==> config.mk <==
export PLATFORM = sky130hd
export DESIGN_NAME = piu_top
export DESIGN_NICKNAME = d
export VERILOG_FILES = /design/src/logic/piu_pkg.sv /design/src/logic/piu_top.sv
export SDC_FILE = /design/constraint.sdc
export NUM_CORES = 1
export LEC_CHECK = 0
export BUFFER_PORTS_ARGS = -buffer_cell sky130_fd_sc_hd__buf_2
export CAP_MARGIN = 0
export CORE_ASPECT_RATIO = 1.25
export CORE_MARGIN = 2
export CORE_UTILIZATION = 50
export DETAILED_ROUTE_END_ITERATION = 10
export GPL_TIMING_DRIVEN = 0
export PLACE_DENSITY = 0.83
export SYNTH_ARGS = -nofsm -noshare
export SYNTH_HDL_FRONTEND = slang
export SYNTH_SLANG_ARGS = --single-unit
==> constraint.sdc <==
create_clock -name sys_clk -period 5.4 [get_ports sys_clk]
set_input_delay 0.27 -clock sys_clk [delete_from_list [all_inputs] [get_ports sys_clk]]
set_output_delay 0.27 -clock sys_clk [all_outputs]
set_load 0.02 [all_outputs]
==> src/logic/piu_pkg.sv <==
// Constants shared by the eight-level priority interrupt unit.
package piu_pkg;

  // ****************************************************************
  // Processor instruction codes (18-bit words).
  // ****************************************************************
  localparam logic [17:0] CODE_RELEASE = 18'h386C4; // Release top level.
  localparam logic [17:0] CODE_REL_RESTORE = 18'h386E4; // Release, restore.
  localparam logic [17:0] CODE_RESTORE = 18'h38FE2; // Arm restore only.
  localparam logic [17:0] CODE_SKIP = 18'h38B41; // Skip on inactive.
  localparam logic [17:0] CODE_READ_STATUS = 18'h38B4A; // Read status.
  localparam logic [17:0] CODE_INITIATE = 18'h38B44; // Initiate activity.

  // ****************************************************************
  // Control and status word layout (bit 00 is the word's MSB).
  // ****************************************************************
  localparam int unsigned W_ENABLE = 17; // Enable bit (bit 00).
  localparam int unsigned W_REQ_HI = 15; // Requests 0..7 (bits 02-09).
  localparam int unsigned W_REQ_LO = 8;
  localparam int unsigned W_PL_HI = 7; // Levels 0..7 (bits 10-17).
  localparam int unsigned W_PL_LO = 0;

  // ****************************************************************
  // Levels, vectors and timing.
  // ****************************************************************
  localparam logic [2:0] LVL_PROG_INT = 3'h3; // Level for program int.
  localparam logic [2:0] LVL_SW_FIRST = 3'h4; // First software level.
  localparam logic [14:0] SW_VEC_BASE = 15'h0020; // Software channels.
  localparam logic [1:0] IOT_HOLD = 2'h2; // Own + following instr.

  // ****************************************************************
  // Register map on the AXI4-Lite slave.
  // ****************************************************************
  localparam logic [3:0] OFS_STATUS = 4'h0; // Status word, read only.
  localparam logic [3:0] OFS_INITIATE = 4'h4; // Write runs initiate.
  localparam logic [3:0] OFS_GRANT = 4'h8; // Last grant, read only.
  localparam logic [1:0] RESP_OKAY = 2'h0;
  localparam logic [1:0] RESP_SLVERR = 2'h2;

  // Break sequencer states.
  typedef enum logic [0:0] {
    ST_IDLE = 1'b0,
    ST_BRK = 1'b1
  } piu_state_t;

endpackage

==> src/logic/piu_top.sv <==
// Eight-level priority interrupt unit with an AXI4-Lite register slave.
module piu_top
  import piu_pkg::*;
(
  input wire logic sys_clk,
  input wire logic sys_rst,
  input wire logic [3:0] dev_req, // Hardware request lines, levels 0-3.
  input wire logic [14:0] dev_vector, // Vector of winning peripheral.
  input wire logic iot_valid, // One-cycle pulse per I/O instruction.
  input wire logic [17:0] iot_code,
  input wire logic [17:0] accumulator,
  input wire logic instr_done, // Pulse at each instruction end.
  input wire logic brk_ack, // Processor stopped and takes break.
  input wire logic pi_taken, // Ordinary program interrupt taken.
  input wire logic indirect_ref, // Indirect reference executing.
  output logic brk_req_r,
  output logic [14:0] vector_r,
  output logic vec_valid_r,
  output logic iot_skip_r,
  output logic [17:0] iot_data_r,
  output logic iot_data_valid_r,
  output logic restore_r,
  output logic pi_req_r,
  input wire logic [3:0] s_axi_awaddr,
  input wire logic s_axi_awvalid,
  output logic s_axi_awready,
  input wire logic [31:0] s_axi_wdata,
  input wire logic [3:0] s_axi_wstrb,
  input wire logic s_axi_wvalid,
  output logic s_axi_wready,
  output logic [1:0] s_axi_bresp,
  output logic s_axi_bvalid,
  input wire logic s_axi_bready,
  input wire logic [3:0] s_axi_araddr,
  input wire logic s_axi_arvalid,
  output logic s_axi_arready,
  output logic [31:0] s_axi_rdata,
  output logic [1:0] s_axi_rresp,
  output logic s_axi_rvalid,
  input wire logic s_axi_rready
);

  // ****************************************************************
  // Helper functions.
  // ****************************************************************

  // Reverses an 8-bit field; the word numbers bits from the MSB.
  function automatic logic [7:0] rev8(input logic [7:0] v);
    logic [7:0] r;
    r = '0;
    for (int i = 0; i < 8; i++) begin
      r[i] = v[7 - i];
    end
    return r;
  endfunction

  // Lowest set index (highest priority) with a found flag on top.
  function automatic logic [3:0] first_set(input logic [7:0] v);
    logic [3:0] r;
    r = '0;
    for (int i = 7; i >= 0; i--) begin
      if (v[i]) begin
        r = {1'b1, 3'(i)};
      end
    end
    return r;
  endfunction

  // Bit i is set when any level i or more urgent is set.
  function automatic logic [7:0] at_or_above(input logic [7:0] v);
    logic [7:0] r;
    logic acc;
    r = '0;
    acc = 1'b0;
    for (int i = 0; i < 8; i++) begin
      acc = acc | v[i];
      r[i] = acc;
    end
    return r;
  endfunction

  // ****************************************************************
  // State and decode.
  // ****************************************************************
  logic [3:0] req_s1_r, req_s2_r; // Synchroniser for request pins.
  logic [14:0] vec_s1_r, vec_s2_r; // Synchroniser for vector pins.
  logic [7:0] rr_r, rr_nxt; // Request register, bit n is level n.
  logic [7:0] pl_r, pl_nxt; // Priority level register.
  logic en_r; // Priority system enable.
  logic [1:0] hold_r; // Instructions left before a grant.
  logic [2:0] gnt_lvl_r; // Level of the latest grant.
  piu_state_t st_r, st_nxt;
  logic [7:0] blk_mask, accept;
  logic [3:0] cand, top;
  logic go, grant, isa_fire, rel_fire, dbr_fire, res_fire;
  logic [17:0] isa_ac, status_w;
  logic aw_got_r, w_got_r, axi_isa; // Write channel bookkeeping.
  logic [3:0] aw_addr_r;
  logic [31:0] w_data_r;

  assign blk_mask = at_or_above(pl_r);
  assign accept = rr_r & ~blk_mask;
  assign cand = first_set(accept);
  assign top = first_set(pl_r);
  // An I/O instruction in its own cycle blocks a grant as well, since
  // the hold count only loads at the edge that takes the instruction.
  assign go = en_r & cand[3] & (hold_r == 2'h0) & ~iot_valid;
  assign grant = (st_r == ST_BRK) & brk_ack & go;
  assign rel_fire = iot_valid & (iot_code == CODE_RELEASE);
  assign dbr_fire = iot_valid & (iot_code == CODE_REL_RESTORE);
  assign res_fire = iot_valid & (iot_code == CODE_RESTORE);
  // Register writes of the initiate word wait for a quiet IO_TRANSFER_INSTRUCTION cycle.
  assign axi_isa = aw_got_r & w_got_r & ~s_axi_bvalid & ~iot_valid &
                   (aw_addr_r == OFS_INITIATE);
  assign isa_fire = (iot_valid & (iot_code == CODE_INITIATE)) | axi_isa;
  assign isa_ac = iot_valid ? accumulator : w_data_r[17:0];
  assign status_w = {en_r, 1'b0, rev8(rr_r), rev8(pl_r)};

  // ****************************************************************
  // Pin synchronisers; the first stage feeds only the second.
  // ****************************************************************
  always_ff @(posedge sys_clk) begin
    if (sys_rst) begin
      req_s1_r <= '0;
      req_s2_r <= '0;
      vec_s1_r <= '0;
      vec_s2_r <= '0;
    end else begin
      req_s1_r <= dev_req;
      req_s2_r <= req_s1_r;
      vec_s1_r <= dev_vector;
      vec_s2_r <= vec_s1_r;
    end
  end

  // ****************************************************************
  // Request and level updates; sets are applied after clears.
  // ****************************************************************
  always_comb begin
    rr_nxt = rr_r;
    pl_nxt = pl_r;
    if ((rel_fire | dbr_fire) & top[3]) begin
      pl_nxt[top[2:0]] = 1'b0;
    end
    if (dbr_fire & top[3]) begin
      rr_nxt[top[2:0]] = 1'b0;
    end
    rr_nxt[3:0] = rr_nxt[3:0] | req_s2_r;
    if (isa_fire) begin
      rr_nxt = rr_nxt | rev8(isa_ac[W_REQ_HI:W_REQ_LO]);
      // A raise is honoured only above every active level.
      pl_nxt = pl_nxt |
               (rev8(isa_ac[W_PL_HI:W_PL_LO]) & ~blk_mask);
    end
    if (grant) begin
      pl_nxt[cand[2:0]] = 1'b1;
    end
    if (pi_taken) begin
      pl_nxt[LVL_PROG_INT] = 1'b1;
    end
  end

  // Stores the request and level registers and the enable.
  always_ff @(posedge sys_clk) begin
    if (sys_rst) begin
      rr_r <= '0;
      pl_r <= '0;
      en_r <= 1'b0;
    end else begin
      rr_r <= rr_nxt;
      pl_r <= pl_nxt;
      if (isa_fire) begin
        en_r <= isa_ac[W_ENABLE];
      end
    end
  end

  // Counts the IO_TRANSFER_INSTRUCTION's own end and the next instruction's end.
  always_ff @(posedge sys_clk) begin
    if (sys_rst) begin
      hold_r <= '0;
    end else if (iot_valid) begin
      hold_r <= IOT_HOLD;
    end else if (instr_done && hold_r != 2'h0) begin
      hold_r <= hold_r - 2'h1;
    end
  end

  // ****************************************************************
  // Break sequencer: ask for the halt, then inject the vector.
  // ****************************************************************
  always_comb begin
    st_nxt = st_r;
    case (st_r)
      ST_IDLE: begin
        if (go) begin
          st_nxt = ST_BRK;
        end
      end
      ST_BRK: begin
        // The request may vanish while waiting; then drop the halt.
        if (brk_ack || !go) begin
          st_nxt = ST_IDLE;
        end
      end
      default: st_nxt = ST_IDLE;
    endcase
  end

  // Holds the state and the halt line in step.
  always_ff @(posedge sys_clk) begin
    if (sys_rst) begin
      st_r <= ST_IDLE;
      brk_req_r <= 1'b0;
    end else begin
      st_r <= st_nxt;
      brk_req_r <= (st_nxt == ST_BRK);
    end
  end

  // Presents the vector for one cycle on the grant.
  always_ff @(posedge sys_clk) begin
    if (sys_rst) begin
      vector_r <= '0;
      vec_valid_r <= 1'b0;
      gnt_lvl_r <= '0;
    end else begin
      vec_valid_r <= grant;
      if (grant) begin
        gnt_lvl_r <= cand[2:0];
        // Hardware levels carry the bus-nearest device's vector.
        if (cand[2:0] < LVL_SW_FIRST) begin
          vector_r <= vec_s2_r;
        end else begin
          vector_r <= SW_VEC_BASE + 15'(cand[2:0] - LVL_SW_FIRST);
        end
      end
    end
  end

  // ****************************************************************
  // Instruction answers, restore arming and program interrupt path.
  // ****************************************************************
  logic res_arm_r; // Restoration pending for next indirect reference.

  always_ff @(posedge sys_clk) begin
    if (sys_rst) begin
      iot_skip_r <= 1'b0;
      iot_data_r <= '0;
      iot_data_valid_r <= 1'b0;
    end else begin
      iot_skip_r <= iot_valid && iot_code == CODE_SKIP &&
                    ((accumulator[W_ENABLE] & en_r) ||
                     |(rev8(accumulator[W_PL_HI:W_PL_LO]) &
                       ~blk_mask));
      iot_data_valid_r <= iot_valid && iot_code == CODE_READ_STATUS;
      if (iot_valid && iot_code == CODE_READ_STATUS) begin
        iot_data_r <= status_w;
      end
    end
  end

  // The arm survives until an indirect reference consumes it.
  always_ff @(posedge sys_clk) begin
    if (sys_rst) begin
      res_arm_r <= 1'b0;
      restore_r <= 1'b0;
    end else begin
      restore_r <= res_arm_r & indirect_ref;
      if (dbr_fire || res_fire) begin
        res_arm_r <= 1'b1;
      end else if (indirect_ref) begin
        res_arm_r <= 1'b0;
      end
    end
  end

  // With the system disabled, hardware requests go the ordinary way.
  always_ff @(posedge sys_clk) begin
    if (sys_rst) begin
      pi_req_r <= 1'b0;
    end else begin
      pi_req_r <= ~en_r & (|req_s2_r);
    end
  end

  // ****************************************************************
  // AXI4-Lite slave: one write and one read at a time.
  // ****************************************************************
  assign s_axi_awready = ~aw_got_r & ~s_axi_bvalid;
  assign s_axi_wready = ~w_got_r & ~s_axi_bvalid;
  assign s_axi_arready = ~s_axi_rvalid;

  // Collects address and data in either order, then answers.
  always_ff @(posedge sys_clk) begin
    if (sys_rst) begin
      aw_got_r <= 1'b0;
      w_got_r <= 1'b0;
      aw_addr_r <= '0;
      w_data_r <= '0;
      s_axi_bvalid <= 1'b0;
      s_axi_bresp <= RESP_OKAY;
    end else begin
      if (s_axi_awvalid && s_axi_awready) begin
        aw_got_r <= 1'b1;
        aw_addr_r <= s_axi_awaddr;
      end
      if (s_axi_wvalid && s_axi_wready) begin
        w_got_r <= 1'b1;
        w_data_r <= s_axi_wdata;
      end
      if (aw_got_r && w_got_r && !s_axi_bvalid &&
          (axi_isa || aw_addr_r != OFS_INITIATE)) begin
        aw_got_r <= 1'b0;
        w_got_r <= 1'b0;
        s_axi_bvalid <= 1'b1;
        s_axi_bresp <= (aw_addr_r == OFS_INITIATE) ? RESP_OKAY
                       : RESP_SLVERR;
      end else if (s_axi_bvalid && s_axi_bready) begin
        s_axi_bvalid <= 1'b0;
      end
    end
  end

  // Read answers one cycle after the address is taken.
  always_ff @(posedge sys_clk) begin
    if (sys_rst) begin
      s_axi_rvalid <= 1'b0;
      s_axi_rdata <= '0;
      s_axi_rresp <= RESP_OKAY;
    end else if (s_axi_arvalid && s_axi_arready) begin
      s_axi_rvalid <= 1'b1;
      s_axi_rresp <= RESP_OKAY;
      case (s_axi_araddr)
        OFS_STATUS: s_axi_rdata <= {14'h0000, status_w};
        OFS_GRANT: s_axi_rdata <= {14'h0000, gnt_lvl_r, vector_r};
        default: begin
          s_axi_rdata <= '0;
          s_axi_rresp <= RESP_SLVERR;
        end
      endcase
    end else if (s_axi_rvalid && s_axi_rready) begin
      s_axi_rvalid <= 1'b0;
    end
  end

  // ****************************************************************
  // Assertions.
  // ****************************************************************
  a_grant_sets_level: assert property (@(posedge sys_clk)
    disable iff (sys_rst) vec_valid_r |-> pl_r[gnt_lvl_r])
    else $error("granted level not set in priority register");
  a_grant_not_masked: assert property (@(posedge sys_clk)
    disable iff (sys_rst) grant |-> !blk_mask[cand[2:0]] && rr_r[cand[2:0]])
    else $error("grant given to a masked or absent level");
  a_halt_on_request: assert property (@(posedge sys_clk)
    disable iff (sys_rst) (st_r == ST_IDLE && go) |=> brk_req_r)
    else $error("no halt request for acceptable level");
  a_iot_blocks_grant: assert property (@(posedge sys_clk)
    disable iff (sys_rst) iot_valid |=> !vec_valid_r ##1 !vec_valid_r)
    else $error("grant followed an I/O instruction too soon");
  a_release_arms: assert property (@(posedge sys_clk)
    disable iff (sys_rst) dbr_fire |=> res_arm_r)
    else $error("release-and-restore did not arm restoration");
  a_restore_keeps_pl: assert property (@(posedge sys_clk)
    disable iff (sys_rst) (res_fire && !grant && !pi_taken)
    |=> pl_r == $past(pl_r))
    else $error("restore changed the priority levels");
  a_status_read: assert property (@(posedge sys_clk)
    disable iff (sys_rst) (iot_valid && iot_code == CODE_READ_STATUS)
    |=> iot_data_valid_r && iot_data_r == $past(status_w))
    else $error("status word not returned");
  a_prog_int_level: assert property (@(posedge sys_clk)
    disable iff (sys_rst) pi_taken |=> pl_r[LVL_PROG_INT])
    else $error("program interrupt did not set level 3");
  a_release_drops: assert property (@(posedge sys_clk)
    disable iff (sys_rst) (rel_fire && top[3] && !pi_taken && !isa_fire)
    |=> !pl_r[$past(top[2:0])] && (!res_arm_r || $past(res_arm_r)))
    else $error("release did not drop the top level");

endmodule // piu_top

# Word-level counts from Yosys, hierarchy flattened
# Cells that the tools add are included.
# op_classes
n_addsub,3
n_mul,0
div,0
order_cmp,5
eq_ne,9
shifts,0
n_mux,42
bitwise,47
n_reduce_logical,32
# ops
op,n
$eq A18 B18 Y1 const B,6
$mux W4,16
$and A8 B8 Y8,5
$mux W8,5
$pmux W18 S2,1
$or A8 B8 Y8,3
$and A1 B1 Y1,20
$mux W18,1
$not A8 Y8,2
$mux W15,1
$logic_and A1 B1 Y1,14
$mux W1,11
$reduce_bool A2 Y1,5
$or A1 B1 Y1,9
$add A7 B4 Y8 const A,1
$lt A3 B4 Y1 const B,2
$mux W2,4
$reduce_or A8 Y1,1
$not A1 Y1,7
$demux W1 S3,2
$ge A3 B1 Y1 const B,2
$reduce_or A2 Y1,3
$eq A4 B3 Y1 const B,1
$eq A4 B4 Y1 const B,1
other kinds (11),15
# totals
reg_bits,161
latchBits,0
ram_bits,0
romBits,0
inputBits,111
out_inout_bits,80
wordCells,166
n_memories,0

# Longest topological paths before layout
# depth
word_depth,24
ltp_mapped,9

# Least setup slack after synthesis
# Ideal clock, no wire load.
# synth_timing
path_type,register -> register
startpoint,register pl_r[3]
endpoint,register pl_r[4]
setup_ns,0.120
arrival_ns,2.173
required_ns,5.280
slack_ns,3.107
stages_incl_launch_ff,9
n_path_buf,2
cell_sequence,dfxtp_1 > buf_4 > or4_1 > buf_2 > or4_4 > o21ai_4 > inv_2 > and2_1 > a211o_1
# synth_via
elab_chain_len,21
word_cells_on_any_way,42
# synth_lines
element,line,rtl
start: declaration,piu_top.sv:88,"logic [7:0] pl_r, pl_nxt;"
start signal: assignment,piu_top.sv:171,pl_r <= pl_nxt;
$or A1 B1 Y1 (5 in a row),piu_top.sv:76,acc = acc | v[i];
$not A8 Y8,"piu_top.sv:102, piu_top.sv:153",
$and A8 B8 Y8,piu_top.sv:102,assign accept = rr_r & ~blk_mask;
$mux W4 (8 in a row),piu_top.sv:62,if (v[i]) begin
$lt A3 B4 Y1 (implied by the code) or $ge A3 B1 Y1 (tied branches),piu_top.sv:156,pl_nxt[cand[2:0]] = 1'b1;
$logic_and A1 B1 Y1 (implied by the code),piu_top.sv:156,
$mux W1 (implied by the code),piu_top.sv:156,
$demux W1 S3,piu_top.sv:156,
$or A8 B8 Y8 (no line),--,
$mux W8 (*),piu_top.sv:155,if (grant) begin
# Every way passes the cells marked *; elsewhere a longest branch is shown, timed or not.
# A chain may end at the register's enable or synchronous reset.

# Worst setup path in the final report
# layout_timing
startpoint,register pl_r[1]
endpoint,register vector_r[6]
# layout_via
elab_chain_len,21
word_cells_on_any_way,25
# layout_lines
element,line,rtl
$or A1 B1 Y1 (*),piu_top.sv:76,
$or A1 B1 Y1 (6 in a row),piu_top.sv:76,
$not A8 Y8 (*),piu_top.sv:102,
$and A8 B8 Y8 (*),piu_top.sv:102,
$mux W4 (6 in a row),piu_top.sv:62,
$mux W4 (*) (2 in a row),piu_top.sv:62,
"parallel branches: the longest is 4 deep, another holds $add A7 B4 Y8",--,
end signal: assignment,piu_top.sv:233,vector_r <= vec_s2_r;
end signal: assignment,piu_top.sv:235,vector_r <= SW_VEC_BASE + 15'(cand[2:0] - LVL_SW_FIRST);
end: declaration,piu_top.sv:17,"output logic [14:0] vector_r,"
# Every way passes the cells marked *.

==> impl_metrics.env <==
export IMPL_path_class="reg -> reg"
export IMPL_stdcell_count=1011
export IMPL_ys_seq_area_share_pct=48.7
export IMPL_hpwl_microns=12600
export IMPL_worstSkewPairLatency_ns=0.43
export IMPL_synth_main_ff_cell="dfxtp_1"
export IMPL_rsz0062_at_grt="false"
export IMPL_crit_arrival_ns=3.42
export IMPL_antenna_found_initial=1
export IMPL_crit_buf_inv=3
export IMPL_grt_pass1_vias=5385
export IMPL_ys_types=60
export IMPL_cts_setup_buffers=0
export IMPL_required_ns=5.72
export IMPL_vias=5645
export IMPL_p_leak_nw=3.28
export IMPL_viasPerCell=5.58
export IMPL_drive_above_1_share_pct=26.0
export IMPL_synthAdderAreaFrac_pct=0.211
export IMPL_tritoncts="built"
export IMPL_finalHoldViolations=0
export IMPL_syn_inst=672
export IMPL_power_frac_seq_pct=44.5
export IMPL_r2r_slack_ns=2.30
export IMPL_yosys_area_share_simple_pct=23.1
export IMPL_synth_enable_flop_cells=0
export IMPL_p_int_mw=1.81
export IMPL_gr_total_overflow=0
export IMPL_max_cap_violations=0
export IMPL_reg2reg_to="vector_r[6]"
export IMPL_clk_pin_slew_ns=0.07
export IMPL_coreArea_sq_um=11600
export IMPL_cts_root_buf="clkbuf_16"
export IMPL_numCtsBuffers=17
export IMPL_ctsLongestPathBuffers=2
export IMPL_crit_top_cell="clkbuf_1"
export IMPL_max_slew_margin_pct=31.9
export IMPL_drt_iter0_markers=578
export IMPL_ant_nets=0
export IMPL_die_h_microns=126
export IMPL_fin_crit_sh_pct=57.5
export IMPL_setup_viol=0
export IMPL_synth_seq_cells=144
export IMPL_nNetsFinal=971
export IMPL_syn_to_final_growth_pct=27.2
export IMPL_timing_rr_start="pl_r[1]"
export IMPL_layout_commonest_cell="buf_2"
export IMPL_portBuffers=152
export IMPL_crit_path_end="vector_r[6]"
export IMPL_status="finished clean"
export IMPL_clockPowerShare_pct=46.7
export IMPL_ir_drop_uv=228
export IMPL_path_depth=9
export IMPL_critPathCaptureType="register"
export IMPL_placed_cells=978
export IMPL_cp_top_family="simple AND/OR/NAND/NOR gates"
export IMPL_global_route_usage_total_pct=26.9
export IMPL_async_reset_ff_share_pct=0
export IMPL_post_route_min_period_ns=3.10
export IMPL_drc=0
export IMPL_utilization_pct=65.1
export IMPL_grt_max_degree=19
export IMPL_start_util_pct=51.2
export IMPL_h_tree_depth=4
export IMPL_synth_warnings=0
export IMPL_drv_slew=0
export IMPL_synth_area_mux_share_pct=7.21
export IMPL_synth_top_family_by_area="simple AND/OR/NAND/NOR gates"
export IMPL_ctsResizeCount=0
export IMPL_syn_area_sq_um=5920
export IMPL_place_ws_ns=2.44
export IMPL_first_pass_iters=7
export IMPL_grt_pass1_wl_microns=26600
export IMPL_avgSynthCellArea_sq_um=8.81
export IMPL_p_sw_share_pct=27.4
export IMPL_crit_chain="clkbuf_1, nor4_1, nand2b_1, a21oi_1, o21ai_1, and2_0, clkbuf_1, buf_2, a22o_1"
export IMPL_hold_path_class="in -> reg"
export IMPL_slowest_stage="nor4_1"
export IMPL_pin_count=191
export IMPL_critPathLaunchType="register"
export IMPL_gp_congestion=1.06
export IMPL_cts_hold_fix_buffers=0
export IMPL_rows=44
export IMPL_die_area_sq_um=12700
export IMPL_hold_ws_ns=0.0215
export IMPL_most_common_layout_cells="buf_2, dfxtp_1, nand2_1"
export IMPL_pwr_density_cell_nw_per_um2=332
export IMPL_synth_compound_area_share_pct=14.6
export IMPL_pwr_share_comb_pct=8.8
export IMPL_switchingPower_mw=0.684
export IMPL_reg2regPathDepth=9
export IMPL_die_w_microns=101
export IMPL_synth_xor_area_share_pct=0.148
export IMPL_max_freq_mhz=322
export IMPL_clock_sinks=144
export IMPL_worst_slew_pin_transition_ns=1.01
export IMPL_wl_per_cell_microns=16.9
export IMPL_cp_startpoint="pl_r[1]"
export IMPL_cp_max_fo=10
export IMPL_setup_ws_ns=2.30
export IMPL_crit_path_max_incr_delay_ns=0.89
export IMPL_skew_ns=0.00678
export IMPL_tns_ns=0
export IMPL_totalWireLength_microns=17100
logic make-up (layout without fill, tap and decap cells):
kind of cell | Yosys count | count (layout)
xor+xnor | 1 | 1
compound gates | 140 | 140
mux | 42 | 42
simple gates | 270 | 270
fa+ha+maj | 1 | 1
flops | 144 | 144
buf+inv | 73 | 257
other cells | 1 | 18
power by group through the flow:
stage | combinational (mW) | sequential [mW] | clock, mW
floorplan | 0.139 | 1.13 | 0
finish | 0.221 | 1.11 | 1.17
global route | 0.240 | 1.11 | 1.23
global placement | 0.214 | 1.13 | 0
detailed placement | 0.216 | 1.13 | 0
CTS | 0.218 | 1.11 | 1.18
state kept, by name, indices dropped and copies added, names as in the netlist, 2 cells and up:
name         count
s_axi_rdata     18
iot_data_r      17
w_data_r        17
vec_s1_r        15
vec_s2_r        15
vector_r        15
pl_r             8
rr_r             8
aw_addr_r        4
req_s1_r         4
req_s2_r         4
gnt_lvl_r        3
hold_r           2
worst min-delay path by stage:
stage                       startpoint            to  depth (start not counted)
after CTS                 s_axi_rready  s_axi_rvalid                          2
final                     s_axi_rready  s_axi_rvalid                          2
after global placement     vec_s1_r[2]   vec_s2_r[2]                          1
after global routing      s_axi_rready  s_axi_rvalid                          2
after detailed placement   vec_s1_r[3]   vec_s2_r[3]                          1
after floorplan           s_axi_rready  s_axi_rvalid                          1
worst reg2reg max path, cell delays in order (launching register included):
cell	delay (ns)
dfxtp_1	0.29
clkbuf_1	0.24
nor4_1	0.89
nand2b_1	0.24
a21oi_1	0.29
o21ai_1	0.21
and2_0	0.22
clkbuf_1	0.15
buf_2	0.21
a22o_1	0.25
layer usage:
layer / track usage (%) / wire length (microns) / vias to the layer above
li1: - / - / 2675
met1: 31.0 / 6440 / 2601
met2: 46.0 / 8380 / 297
met3: 5.83 / 1390 / 72
met4: 14.3 / 872 / 0
met5: 0 / 0 / -
cell type report:
cell class | count | area (sq um)
Clock inverter | 15 | 189
Antenna cell | 1 | 2.50
Timing Repair Buffer | 152 | 761
Buffer | 58 | 298
Tap cell | 138 | 173
Inverter | 15 | 56.3
Multi-Input combinational cell | 471 | 2740
Fill cell | 965 | 4030
Sequential cell | 144 | 2880
Clock buffer | 17 | 425
synth_stat cells, types with 3 or more instances:
library cell / instances / area share (%)
o21a_1: 3 / 0.38
and3_1: 4 / 0.42
nor2b_1: 43 / 4.5
a22o_1: 13 / 1.9
nand3_1: 10 / 0.85
inv_1: 14 / 0.89
a21oi_1: 72 / 6.1
nor3_1: 27 / 2.3
dfxtp_1: 144 / 49
nand2_1: 89 / 5.6
a22oi_1: 3 / 0.38
buf_2: 4 / 0.34
o21ai_0: 15 / 1.3
clkbuf_1: 24 / 1.5
nor4_1: 8 / 0.85
buf_4: 18 / 2.3
o31ai_1: 6 / 0.76
and2_1: 5 / 0.53
o22ai_1: 4 / 0.42
nor2_1: 48 / 3.0
nand3b_1: 4 / 0.51
nor4b_1: 4 / 0.59
mux2i_1: 37 / 6.3
nand2b_1: 7 / 0.74
a31oi_1: 5 / 0.53
mux2_2: 5 / 0.95
buf_1: 11 / 0.70
or3_1: 3 / 0.32
stage by stage:
step	power (mW)	area, sq um
3_3_place_gp	1.35	6910
6_report	2.50	7530
3_5_place_dp	1.35	6910
2_1_floorplan	1.27	5980
4_1_cts	2.51	7530
5_1_grt	2.58	7530
Power figures use the tool's default switching activity.
